[config.mk]
export PLATFORM = sky130hd
export DESIGN_NAME = ucc_top
export DESIGN_NICKNAME = d
export VERILOG_FILES = /design/src/include/ucc_pkg.sv /design/src/rtl/ucc_top.sv
export VERILOG_INCLUDE_DIRS = /design/src /design/src/include
export SDC_FILE = /design/constraint.sdc
export NUM_CORES = 1
export LEC_CHECK = 0
export BUFFER_PORTS_ARGS = -buffer_cell sky130_fd_sc_hd__buf_2
export CORE_AREA = 8 8 122 124
export CTS_CLUSTER_DIAMETER = 100
export CTS_CLUSTER_SIZE = 40
export DETAILED_ROUTE_END_ITERATION = 7
export DIE_AREA = 0 0 130 132
export PLACE_DENSITY_LB_ADDON = 0.12
export SYNTH_ARGS = -nofsm -noshare
export SYNTH_HDL_FRONTEND = slang
export SYNTH_SLANG_ARGS = --single-unit
[constraint.sdc]
create_clock -name pclk -period 2.8 [get_ports pclk]
set_clock_uncertainty 0.2 [all_clocks]
set_input_delay 0.56 -clock pclk [delete_from_list [all_inputs] [get_ports pclk]]
set_output_delay 0.56 -clock pclk [all_outputs]
set_load 0.005 [all_outputs]
[src/include/ucc_cfg.svh]
// Register map, field positions, reset values and timing counts of the UART control block.
`ifndef UCC_CFG_SVH
`define UCC_CFG_SVH
// ----------------------------------------
// Register offsets
// ----------------------------------------
`define UCC_OFF_CTRL1  8'h00
`define UCC_OFF_CTRL2  8'h04
`define UCC_OFF_STATUS 8'h08
`define UCC_OFF_DATA   8'h0C
`define UCC_OFF_COUNT  8'h10
// ----------------------------------------
// Field positions
// ----------------------------------------
`define UCC_C1_EN    7
`define UCC_C1_WL    6
`define UCC_C1_PEN   5
`define UCC_C1_PT_HI 4
`define UCC_C1_PT_LO 3
`define UCC_C1_BRK   2
`define UCC_C1_TX8   0
`define UCC_C2_TXEN  7
`define UCC_C2_RXEN  6
`define UCC_C2_STOPS 5
`define UCC_C2_ADDEN 4
`define UCC_C2_WAKE  3
`define UCC_C2_RIE   2
`define UCC_C2_TIIE  1
`define UCC_C2_TEIE  0
// ----------------------------------------
// Reset values, timing counts, receive buffer depth and trigger level
// ----------------------------------------
`define UCC_C1_RST     8'h00
`define UCC_C2_RST     8'h00
`define UCC_BREAK_BITS 4'hD
`define UCC_BIT_CYCLES 16
`define UCC_RX_DEPTH   4
`define UCC_RX_TRIG    1
`endif

[src/include/ucc_pkg.sv]
// Types shared by the UART control block.
package ucc_pkg;
  typedef enum logic [2:0] {
    TX_IDLE  = 3'b001,
    TX_SHIFT = 3'b010,
    TX_BREAK = 3'b100
  } ucc_tx_state_t;
  typedef enum logic [2:0] {
    RX_IDLE = 3'b001,
    RX_RUN  = 3'b010,
    RX_DONE = 3'b100
  } ucc_rx_state_t;
  typedef enum logic [1:0] {
    PAR_EVEN  = 2'h0,
    PAR_ODD   = 2'h1,
    PAR_MARK  = 2'h2,
    PAR_SPACE = 2'h3
  } ucc_parity_t;
endpackage

[src/rtl/ucc_top.sv]
// UART channel control and configuration logic with an APB register slave.
// Summary of operation
// Disabling the unit clears receiver enable, break, receive flags, count; sets idle flags.
// Disabling leaves all other control and configuration bits unchanged.
// Disable aborts transfers; re-enable resumes with the kept configuration.
// Word length 0 selects 8 bits, 1 selects 9 bits with ninth-bit fields.
// With parity on, the last word bit is parity and is not stored.
// Parity is generated and checked only while parity enable is 1.
// Parity type 00 even, 01 odd, 10 mark, 11 space.
// Break waits for buffered data, then holds output low at least 13 bits.
// Transmitter off aborts, resets transmit buffer and floats the output pin.
// Receiver off aborts, resets receive buffer and releases the input pin.
// Receiver checks one or two stop bits; transmitter always sends two.
// With address detect, address bit 1 marks an address and may interrupt.
// With address detect, address bit 0 discards the word without interrupt.
// Clock off and wake enabled, falling input edge raises a wake request.
// No wake request is raised while the UART clock runs.
// Software switches the UART clock back on after a wake interrupt.
// Receive enable passes overrun or receive-available onto the interrupt.
// Transmit-idle enable passes the idle flag onto the interrupt.
// Transmit-empty enable passes the empty flag onto the interrupt.
// Unit off floats both pins; on, pins follow transmitter and receiver enables.
// Receive-available sets when stored words reach the trigger level.
// Transmit idle means empty, nothing shifting, no break, output high.
// Interrupt request is the OR of the three enabled sources; the code also ORs in the wake request.
//
// Local design decisions: the register addresses and the APB slave port.
`timescale 1ns/1ps
`include "ucc_cfg.svh"
module ucc_top #(
  parameter int BIT_CYCLES = `UCC_BIT_CYCLES,
  parameter int RX_DEPTH   = `UCC_RX_DEPTH,
  parameter int RX_TRIG    = `UCC_RX_TRIG
) (
  input  wire logic        pclk,
  input  wire logic        presetn,
  input  wire logic        psel,
  input  wire logic        penable,
  input  wire logic        pwrite,
  input  wire logic [7:0]  paddr,
  input  wire logic [31:0] pwdata,
  output logic      [31:0] prdata,
  output logic             pready,
  output logic             pslverr,
  input  wire logic        serial_in_pin,
  output logic             serial_out_pin,
  output logic             serial_out_oe,
  output logic             serial_in_active,
  input  wire logic        uart_clk_on,
  output logic             wake_request,
  output logic             uart_irq
);
  localparam int TW = $clog2(BIT_CYCLES);
  localparam int PW = $clog2(RX_DEPTH);
  localparam int CW = $clog2(RX_DEPTH + 1);
  // ----------------------------------------
  // Parity
  // ----------------------------------------
  function automatic logic par_bit(input logic [8:0] b, input logic [1:0] t);
    unique case (ucc_pkg::ucc_parity_t'(t))
      ucc_pkg::PAR_EVEN:  par_bit = ^b;
      ucc_pkg::PAR_ODD:   par_bit = ~^b;
      ucc_pkg::PAR_MARK:  par_bit = 1'b1;
      ucc_pkg::PAR_SPACE: par_bit = 1'b0;
    endcase
  endfunction
  // ----------------------------------------
  // Bus decode
  // ----------------------------------------
  logic [7:0] c1_reg;
  logic [7:0] c1_next;
  logic [7:0] c2_reg;
  logic [7:0] c2_next;
  wire acc    = psel & penable;
  wire wr     = acc & pwrite;
  wire rd     = acc & ~pwrite;
  wire hit_c1 = paddr == `UCC_OFF_CTRL1;
  wire hit_c2 = paddr == `UCC_OFF_CTRL2;
  wire hit_st = paddr == `UCC_OFF_STATUS;
  wire hit_dt = paddr == `UCC_OFF_DATA;
  wire hit_ct = paddr == `UCC_OFF_COUNT;
  wire mapped = hit_c1 | hit_c2 | hit_st | hit_dt | hit_ct;
  assign pready  = 1'b1;
  assign pslverr = acc & ~mapped;
  wire en      = c1_reg[`UCC_C1_EN];
  wire wl      = c1_reg[`UCC_C1_WL];
  wire pen     = c1_reg[`UCC_C1_PEN];
  wire [1:0] pt = c1_reg[`UCC_C1_PT_HI:`UCC_C1_PT_LO];
  wire brk     = c1_reg[`UCC_C1_BRK];
  wire tx_on   = en & c2_reg[`UCC_C2_TXEN];
  wire rx_on   = en & c2_reg[`UCC_C2_RXEN];
  wire stops   = c2_reg[`UCC_C2_STOPS];
  wire adden   = c2_reg[`UCC_C2_ADDEN];
  // Only the receiver enable and break bits follow the unit enable; the rest is kept. R2
  always_comb begin
    c1_next = (wr & hit_c1) ? pwdata[7:0] : c1_reg;
    c2_next = (wr & hit_c2) ? pwdata[7:0] : c2_reg;
    if (!c1_next[`UCC_C1_EN]) begin
      c1_next[`UCC_C1_BRK]  = 1'b0;
      c2_next[`UCC_C2_RXEN] = 1'b0;
    end
  end

  always_ff @(posedge pclk or negedge presetn) begin
    if (!presetn) begin
      c1_reg <= `UCC_C1_RST;
      c2_reg <= `UCC_C2_RST;
    end else begin
      c1_reg <= c1_next;
      c2_reg <= c2_next;
    end
  end

  // ----------------------------------------
  // Transmitter
  // ----------------------------------------
  ucc_pkg::ucc_tx_state_t tx_st_reg;
  logic [8:0]    hold_reg;
  logic          full_reg;
  logic [11:0]   tsh_reg;
  logic [3:0]    tbit_reg;
  logic [TW-1:0] ttick_reg;
  wire tx_load = wr & hit_dt & tx_on;
  wire tx_p    = par_bit(wl ? {1'b0, hold_reg[7:0]} : {2'b00, hold_reg[6:0]}, pt);
  wire [8:0] tx_w = !pen ? hold_reg :
                    wl ? {tx_p, hold_reg[7:0]} : {1'b0, tx_p, hold_reg[6:0]};
  // Two stop bits are always framed in. R11
  wire [11:0] tx_frame = wl ? {2'b11, tx_w, 1'b0} : {3'b111, tx_w[7:0], 1'b0};
  wire tick0 = ttick_reg == '0;
  always_ff @(posedge pclk or negedge presetn) begin
    if (!presetn) begin
      full_reg <= 1'b0;
      hold_reg <= '0;
    end else if (!tx_on) begin
      full_reg <= 1'b0;
    end else if (tx_load) begin
      full_reg <= 1'b1;
      hold_reg <= {c1_reg[`UCC_C1_TX8], pwdata[7:0]};
    end else if (tx_st_reg == ucc_pkg::TX_IDLE) begin
      full_reg <= 1'b0;
    end
  end

  always_ff @(posedge pclk or negedge presetn) begin
    if (!presetn) begin
      tx_st_reg <= ucc_pkg::TX_IDLE;
      tsh_reg   <= 12'hFFF;
      tbit_reg  <= '0;
      ttick_reg <= '0;
    end else if (!tx_on) begin
      tx_st_reg <= ucc_pkg::TX_IDLE;
      tsh_reg   <= 12'hFFF;
    end else begin
      ttick_reg <= tick0 ? TW'(BIT_CYCLES - 1) : ttick_reg - 1'b1;
      unique case (tx_st_reg)
        ucc_pkg::TX_IDLE: begin
          ttick_reg <= TW'(BIT_CYCLES - 1);
          tbit_reg  <= '0;
          if (full_reg) begin
            tx_st_reg <= ucc_pkg::TX_SHIFT;
            tsh_reg   <= tx_frame;
            tbit_reg  <= wl ? 4'hB : 4'hA;
          end else if (brk) begin
            tx_st_reg <= ucc_pkg::TX_BREAK;
            tsh_reg   <= 12'h000;
          end
        end
        ucc_pkg::TX_SHIFT: begin
          if (tick0) begin
            tsh_reg  <= {1'b1, tsh_reg[11:1]};
            tbit_reg <= tbit_reg - 1'b1;
            if (tbit_reg == '0) begin
              tx_st_reg <= ucc_pkg::TX_IDLE;
            end
          end
        end
        ucc_pkg::TX_BREAK: begin
          if (tick0 && tbit_reg != `UCC_BREAK_BITS) begin
            tbit_reg <= tbit_reg + 1'b1;
          end
          if (!brk && tbit_reg == `UCC_BREAK_BITS) begin
            tx_st_reg <= ucc_pkg::TX_IDLE;
            tsh_reg   <= 12'hFFF;
          end
        end
      endcase
    end
  end
  assign serial_out_pin = tsh_reg[0];
  assign serial_out_oe  = tx_on;
  wire tx_empty = ~full_reg;
  wire tx_idle  = tx_empty & (tx_st_reg == ucc_pkg::TX_IDLE) & ~brk;
  // ----------------------------------------
  // Receiver
  // ----------------------------------------
  ucc_pkg::ucc_rx_state_t rx_st_reg;
  logic [11:0]   rsh_reg;
  logic [3:0]    ridx_reg;
  logic [TW-1:0] rtick_reg;
  logic          rprev_reg;
  logic          noisy_reg;
  wire [3:0] rlast = 4'h9 + {3'b000, wl} + {3'b000, stops};
  wire rtick0 = rtick_reg == '0;
  always_ff @(posedge pclk or negedge presetn) begin
    if (!presetn) begin
      rx_st_reg <= ucc_pkg::RX_IDLE;
      rsh_reg   <= '0;
      ridx_reg  <= '0;
      rtick_reg <= '0;
      noisy_reg <= 1'b0;
    end else if (!rx_on) begin
      rx_st_reg <= ucc_pkg::RX_IDLE;
    end else begin
      unique case (rx_st_reg)
        ucc_pkg::RX_IDLE: begin
          ridx_reg  <= '0;
          noisy_reg <= 1'b0;
          rtick_reg <= TW'(BIT_CYCLES / 2);
          if (rprev_reg && !serial_in_pin) begin
            rx_st_reg <= ucc_pkg::RX_RUN;
          end
        end
        ucc_pkg::RX_RUN: begin
          rtick_reg <= rtick0 ? TW'(BIT_CYCLES - 1) : rtick_reg - 1'b1;
          if (rtick0) begin
            rsh_reg[ridx_reg] <= serial_in_pin;
            ridx_reg <= ridx_reg + 1'b1;
            if (serial_in_pin != rprev_reg) begin
              noisy_reg <= 1'b1;
            end
            if (ridx_reg == '0 && serial_in_pin) begin
              rx_st_reg <= ucc_pkg::RX_IDLE;
            end else if (ridx_reg == rlast) begin
              rx_st_reg <= ucc_pkg::RX_DONE;
            end
          end
        end
        ucc_pkg::RX_DONE: begin
          rx_st_reg <= ucc_pkg::RX_IDLE;
        end
      endcase
    end
  end

  always_ff @(posedge pclk or negedge presetn) begin
    if (!presetn) begin
      rprev_reg <= 1'b1;
    end else begin
      rprev_reg <= serial_in_pin;
    end
  end
  assign serial_in_active = rx_on;
  wire [8:0] rw = wl ? rsh_reg[9:1] : {1'b0, rsh_reg[8:1]};
  wire r_stop1  = wl ? rsh_reg[10] : rsh_reg[9];
  wire r_stop2  = wl ? rsh_reg[11] : rsh_reg[10];
  wire r_ferr   = ~r_stop1 | (stops & ~r_stop2);
  wire r_exp    = par_bit(wl ? {1'b0, rw[7:0]} : {2'b00, rw[6:0]}, pt);
  wire r_perr   = pen & (r_exp != (wl ? rw[8] : rw[7]));
  wire r_addr   = wl ? rw[8] : rw[7];
  wire r_keep   = ~adden | r_addr;
  wire [8:0] r_store = {wl & ~pen & rw[8], (pen & ~wl) ? 1'b0 : rw[7], rw[6:0]};
  wire r_done   = rx_st_reg == ucc_pkg::RX_DONE;
  wire rx_idle  = rx_st_reg != ucc_pkg::RX_RUN;
  // ----------------------------------------
  // Receive buffer
  // ----------------------------------------
  // The pointers wrap by overflow, so the depth must be a power of two.
  logic [8:0]    fifo_mem [RX_DEPTH];
  logic [PW-1:0] wp_reg;
  logic [PW-1:0] rp_reg;
  logic [CW-1:0] cnt_reg;
  wire full_f = cnt_reg == CW'(RX_DEPTH);
  wire push   = r_done & r_keep & ~full_f;
  wire ovr_ev = r_done & r_keep & full_f;
  wire pop    = rd & hit_dt & (cnt_reg != '0);
  wire rx_avail = cnt_reg >= CW'(RX_TRIG);
  always_ff @(posedge pclk) begin
    if (push) begin
      fifo_mem[wp_reg] <= r_store;
    end
  end

  always_ff @(posedge pclk or negedge presetn) begin
    if (!presetn) begin
      wp_reg  <= '0;
      rp_reg  <= '0;
      cnt_reg <= '0;
    end else if (!rx_on) begin
      wp_reg  <= '0;
      rp_reg  <= '0;
      cnt_reg <= '0;
    end else begin
      wp_reg  <= wp_reg + PW'(push);
      rp_reg  <= rp_reg + PW'(pop);
      cnt_reg <= cnt_reg + CW'(push) - CW'(pop);
    end
  end

  // ----------------------------------------
  // Error flags
  // ----------------------------------------
  // A status read arms the clear; the next data access clears. New errors win.
  logic armed_reg;
  logic ovr_reg;
  logic ferr_reg;
  logic perr_reg;
  logic nf_reg;
  wire clr_err = armed_reg & acc & hit_dt;
  always_ff @(posedge pclk or negedge presetn) begin
    if (!presetn) begin
      armed_reg <= 1'b0;
      ovr_reg   <= 1'b0;
      ferr_reg  <= 1'b0;
      perr_reg  <= 1'b0;
      nf_reg    <= 1'b0;
    end else if (!en) begin
      armed_reg <= 1'b0;
      ovr_reg   <= 1'b0;
      ferr_reg  <= 1'b0;
      perr_reg  <= 1'b0;
      nf_reg    <= 1'b0;
    end else begin
      armed_reg <= (rd & hit_st) | (armed_reg & ~(acc & hit_dt));
      ovr_reg   <= ovr_ev | (ovr_reg & ~clr_err);
      ferr_reg  <= (push & r_ferr) | (ferr_reg & ~clr_err);
      perr_reg  <= (push & r_perr) | (perr_reg & ~clr_err);
      nf_reg    <= (push & noisy_reg) | (nf_reg & ~clr_err);
    end
  end

  // ----------------------------------------
  // Wake-up and interrupt request
  // ----------------------------------------
  logic wake_reg;
  wire fall = rprev_reg & ~serial_in_pin;
  always_ff @(posedge pclk or negedge presetn) begin
    if (!presetn) begin
      wake_reg <= 1'b0;
    end else if (uart_clk_on) begin
      wake_reg <= 1'b0;
    end else if (c2_reg[`UCC_C2_WAKE] && fall) begin
      wake_reg <= 1'b1;
    end
  end

  assign wake_request = wake_reg;
  wire irq_rx = c2_reg[`UCC_C2_RIE]  & (ovr_reg | rx_avail);
  wire irq_ti = c2_reg[`UCC_C2_TIIE] & tx_idle;
  wire irq_te = c2_reg[`UCC_C2_TEIE] & tx_empty;
  assign uart_irq = irq_rx | irq_ti | irq_te | wake_reg;
  // ----------------------------------------
  // Read data
  // ----------------------------------------
  wire [8:0] head = (cnt_reg != '0) ? fifo_mem[rp_reg] : 9'h000;
  wire [7:0] rd_c1 = {c1_reg[7:2], head[8], 1'b0};
  wire [7:0] rd_st = {perr_reg, nf_reg, ferr_reg, ovr_reg, rx_idle, rx_avail, tx_idle, tx_empty};
  wire [7:0] rd_mux = hit_c1 ? rd_c1 :
                      hit_c2 ? c2_reg :
                      hit_st ? rd_st :
                      hit_dt ? head[7:0] :
                      hit_ct ? 8'(cnt_reg) : 8'h00;
  always_ff @(posedge pclk or negedge presetn) begin
    if (!presetn) begin
      prdata <= 32'h0000_0000;
    end else if (psel && !penable) begin
      prdata <= {24'h000000, rd_mux};
    end
  end
endmodule

==> impl_metrics.json <==
{
  "rsz0062_at_grt": "true",
  "core_area_mm2": 0.0130,
  "placed_cells": 817,
  "totalWireLength_mm": 15.7,
  "preCtsSetupSlack_ns": -0.463,
  "cp.required_ns": 2.90,
  "syn_area_mm2": 0.00656,
  "track_usage_pct": 19.2,
  "min_path_type": "input pin to flip-flop",
  "final_area_mm2": 0.00778,
  "setup_viol": 0,
  "grt_max_degree": 44,
  "placed_cell_area_mm2": 0.00706,
  "p_leak_nw": 3.32,
  "synth_xor_area_share_pct": 3.36,
  "netlist_top_cells_area": "dfrtp_1, edfxtp_1, dfstp_2, mux2_2, a21oi_1",
  "period_share_pct": 98.9,
  "htreeDepth": 4,
  "synth-edff-count": 36,
  "rows": 42,
  "syn_to_final_growth_pct": 18.6,
  "drv_slew": 0,
  "synth_compound_area_share_pct": 11.3,
  "drc": 0,
  "worst_setup_path_end_kind": "flip-flop",
  "die_w_um": 130,
  "crit_fanout": 2,
  "drt_pass1_iterations": 5,
  "dp_hpwl_mm": 11.5,
  "vias": 4829,
  "cp-start-kind": "input pin",
  "async_flop_share_pct": 72.1,
  "crit_buf_inv": 3,
  "slowest_delay_ns": 0.52,
  "antenna_cells": 0,
  "start_util_pct": 50.5,
  "grt_overflow_total": 0,
  "worstSetupPathType": "input pin to flip-flop",
  "path_delay_family": "simple AND/OR/NAND/NOR gates",
  "avgSynthCellArea_um2": 11.1,
  "grt_pass1_vias": 4883,
  "ir_drop_v": 0.000454,
  "die_area_mm2": 0.0172,
  "die_y_um": 132,
  "root_buffer": "clkbuf_16",
  "cts.clk_slew.worst_paths_ns": 0.06,
  "layout_common_cells": "dfrtp_1, nor2_1, nand2_1",
  "power_density_mw_per_mm2": 595,
  "cts_tree": "yes",
  "synth_mux_area_share_pct": 9.47,
  "largest_reg_flops": 36,
  "outcome": "finished, final reports clean",
  "worst_slack_ns": 0.0296,
  "detail-route-antenna-nets": 0,
  "relSlewSlack_pct": 30.6,
  "layout.nets": 728,
  "synth_ff_type": "dfrtp_1",
  "ys_seq_area_share_pct": 52.3,
  "gp_congestion": 0.828,
  "synthAdderAreaFrac_pct": 3.47,
  "clockBufferDepth": 2,
  "path_cells": "buf_2, or4_4, or2_4, nor2_4, nand3_2, nor4_4, ha_1, inv_1, ha_1, inv_1, fa_2, nor2_1",
  "layout_commonest_cell": "dfrtp_1",
  "synth-seq-cells": 129,
  "ios": 86,
  "grt_pass1_wl_mm": 25.5,
  "drive_gt1_share_pct": 24.2,
  "yosysUniqueCellTypes": 65,
  "fmax_mhz": 361,
  "port_buffers": 36,
  "avgViaCountPerCell": 5.66,
  "drv_cap": 0,
  "fill_cells": 1105,
  "synth_top_family_by_area": "simple AND/OR/NAND/NOR gates",
  "layout.cells.non_filler": 853,
  "netlist_instances": 592,
  "tightest_slew_ns": 1.03,
  "yosys.area_share.simple_pct": 14.2,
  "antenna_found_initial": 0,
  "final_core_util_pct": 59.9,
  "yosys_warnings": 0,
  "hold_violations": 0,
  "slowest_stage": "or4_4",
  "initialDrtViolationCount": 344,
  "min_period_ns": 2.77,
  "numCtsBuffers": 17,
  "total_power_w": 0.00463,
  "insertion_delay_ns": 0.42,
  "wl_per_cell_um": 18.4,
  "synth_top_cell_by_area": "dfrtp_1",
  "numClockSinks": 129,
  "synth_top_area_share_pct": 29.8,
  "critPathArrivalTime_ns": 2.87
}
-- final cells by class --
cell class                      count  area [µm²]  area share (%)
Clock buffer                       22         454            5.84
Clock inverter                     10         206            2.65
Inverter                           25        93.8            1.21
Multi-Input combinational cell    414        2880            37.1
Sequential cell                   129        3430            44.1
Tap cell                          176         220            2.83
Timing Repair Buffer               77         493            6.34
-- worst register-to-register path: stages (launching register included) --
cell	delay, ns
dfrtp_1	0.40
nand2_1	0.08
a21boi_0	0.16
a21oi_2	0.25
a21boi_2	0.24
inv_1	0.10
ha_1	0.27
inv_1	0.05
ha_1	0.13
inv_1	0.05
fa_2	0.51
nor2_1	0.04
-- Yosys cell counts (all sizes together) (15+ instances only) --
cell,n
nand3,15
ha,15
clkbuf,16
dfstp,15
dfrtp,78
nor2,53
buf,31
mux2,35
a21oi,41
o21ai,25
nand2,48
inv,24
edfxtp,36
nor3,16
-- routing by layer --
layer  vias to the layer above  part of all wire, %  track usage, %
met5                         -                    0               0
met4                         0                  1.2            6.00
met3                        19                  6.4            5.06
met2                       153                   50            32.3
met1                      2399                   42            23.4
li1                       2258                    -               -
-- metrics by stage --
stage	hold slack (ns)	TNS, ns
2_1_floorplan	0.0644	-0.613
3_3_place_gp	0.261	-1.68
3_5_place_dp	0.275	-2.07
4_1_cts	0.112	0
5_1_grt	0.119	-0.0947
6_report	0.125	0
-- power by group --
part | total (W) | internal (W) | leakage (nW) | switching, W
Clock | 0.00248 | 0.00169 | 0.319 | 0.000792
Sequential | 0.00197 | 0.00195 | 1.54 | 0.0000160
Combinational | 0.000176 | 0.0000654 | 1.46 | 0.000111
-- worst paths after layout --
path | start | end | slack (ns) | cells past startpoint
hold reg to reg | prdata[1] | prdata[1] | 0.29 | 2
max in group asynchronous | presetn | tsh_reg[7] | 1.20 | 3
min in group asynchronous | presetn | full_reg | 0.49 | 2
hold / removal | uart_clk_on | wake_request | 0.12 | 2
setup / recovery | paddr[0] | cnt_reg[1] | 0.03 | 12
setup reg to reg | c1_reg[6] | cnt_reg[1] | 0.20 | 11
-- what timing repair did --
action	in CTS	in global routing
endpoints found under the setup margin	1	3
hold buffers	1	0
resized for setup	2	3
endpoints found under the hold margin	38	0
setup buffers	0	3
-- cells by family (layout without fill, tap and decap cells) --
kind of cell | Yosys count | after routing
mux | 46 | 46
fa+ha+maj | 17 | 17
simple gates | 187 | 187
other cells | 2 | 25
buf+inv | 72 | 134
xor+xnor | 22 | 22
flops | 129 | 129
compound gates | 117 | 117
Power figures use the tool's default switching activity.
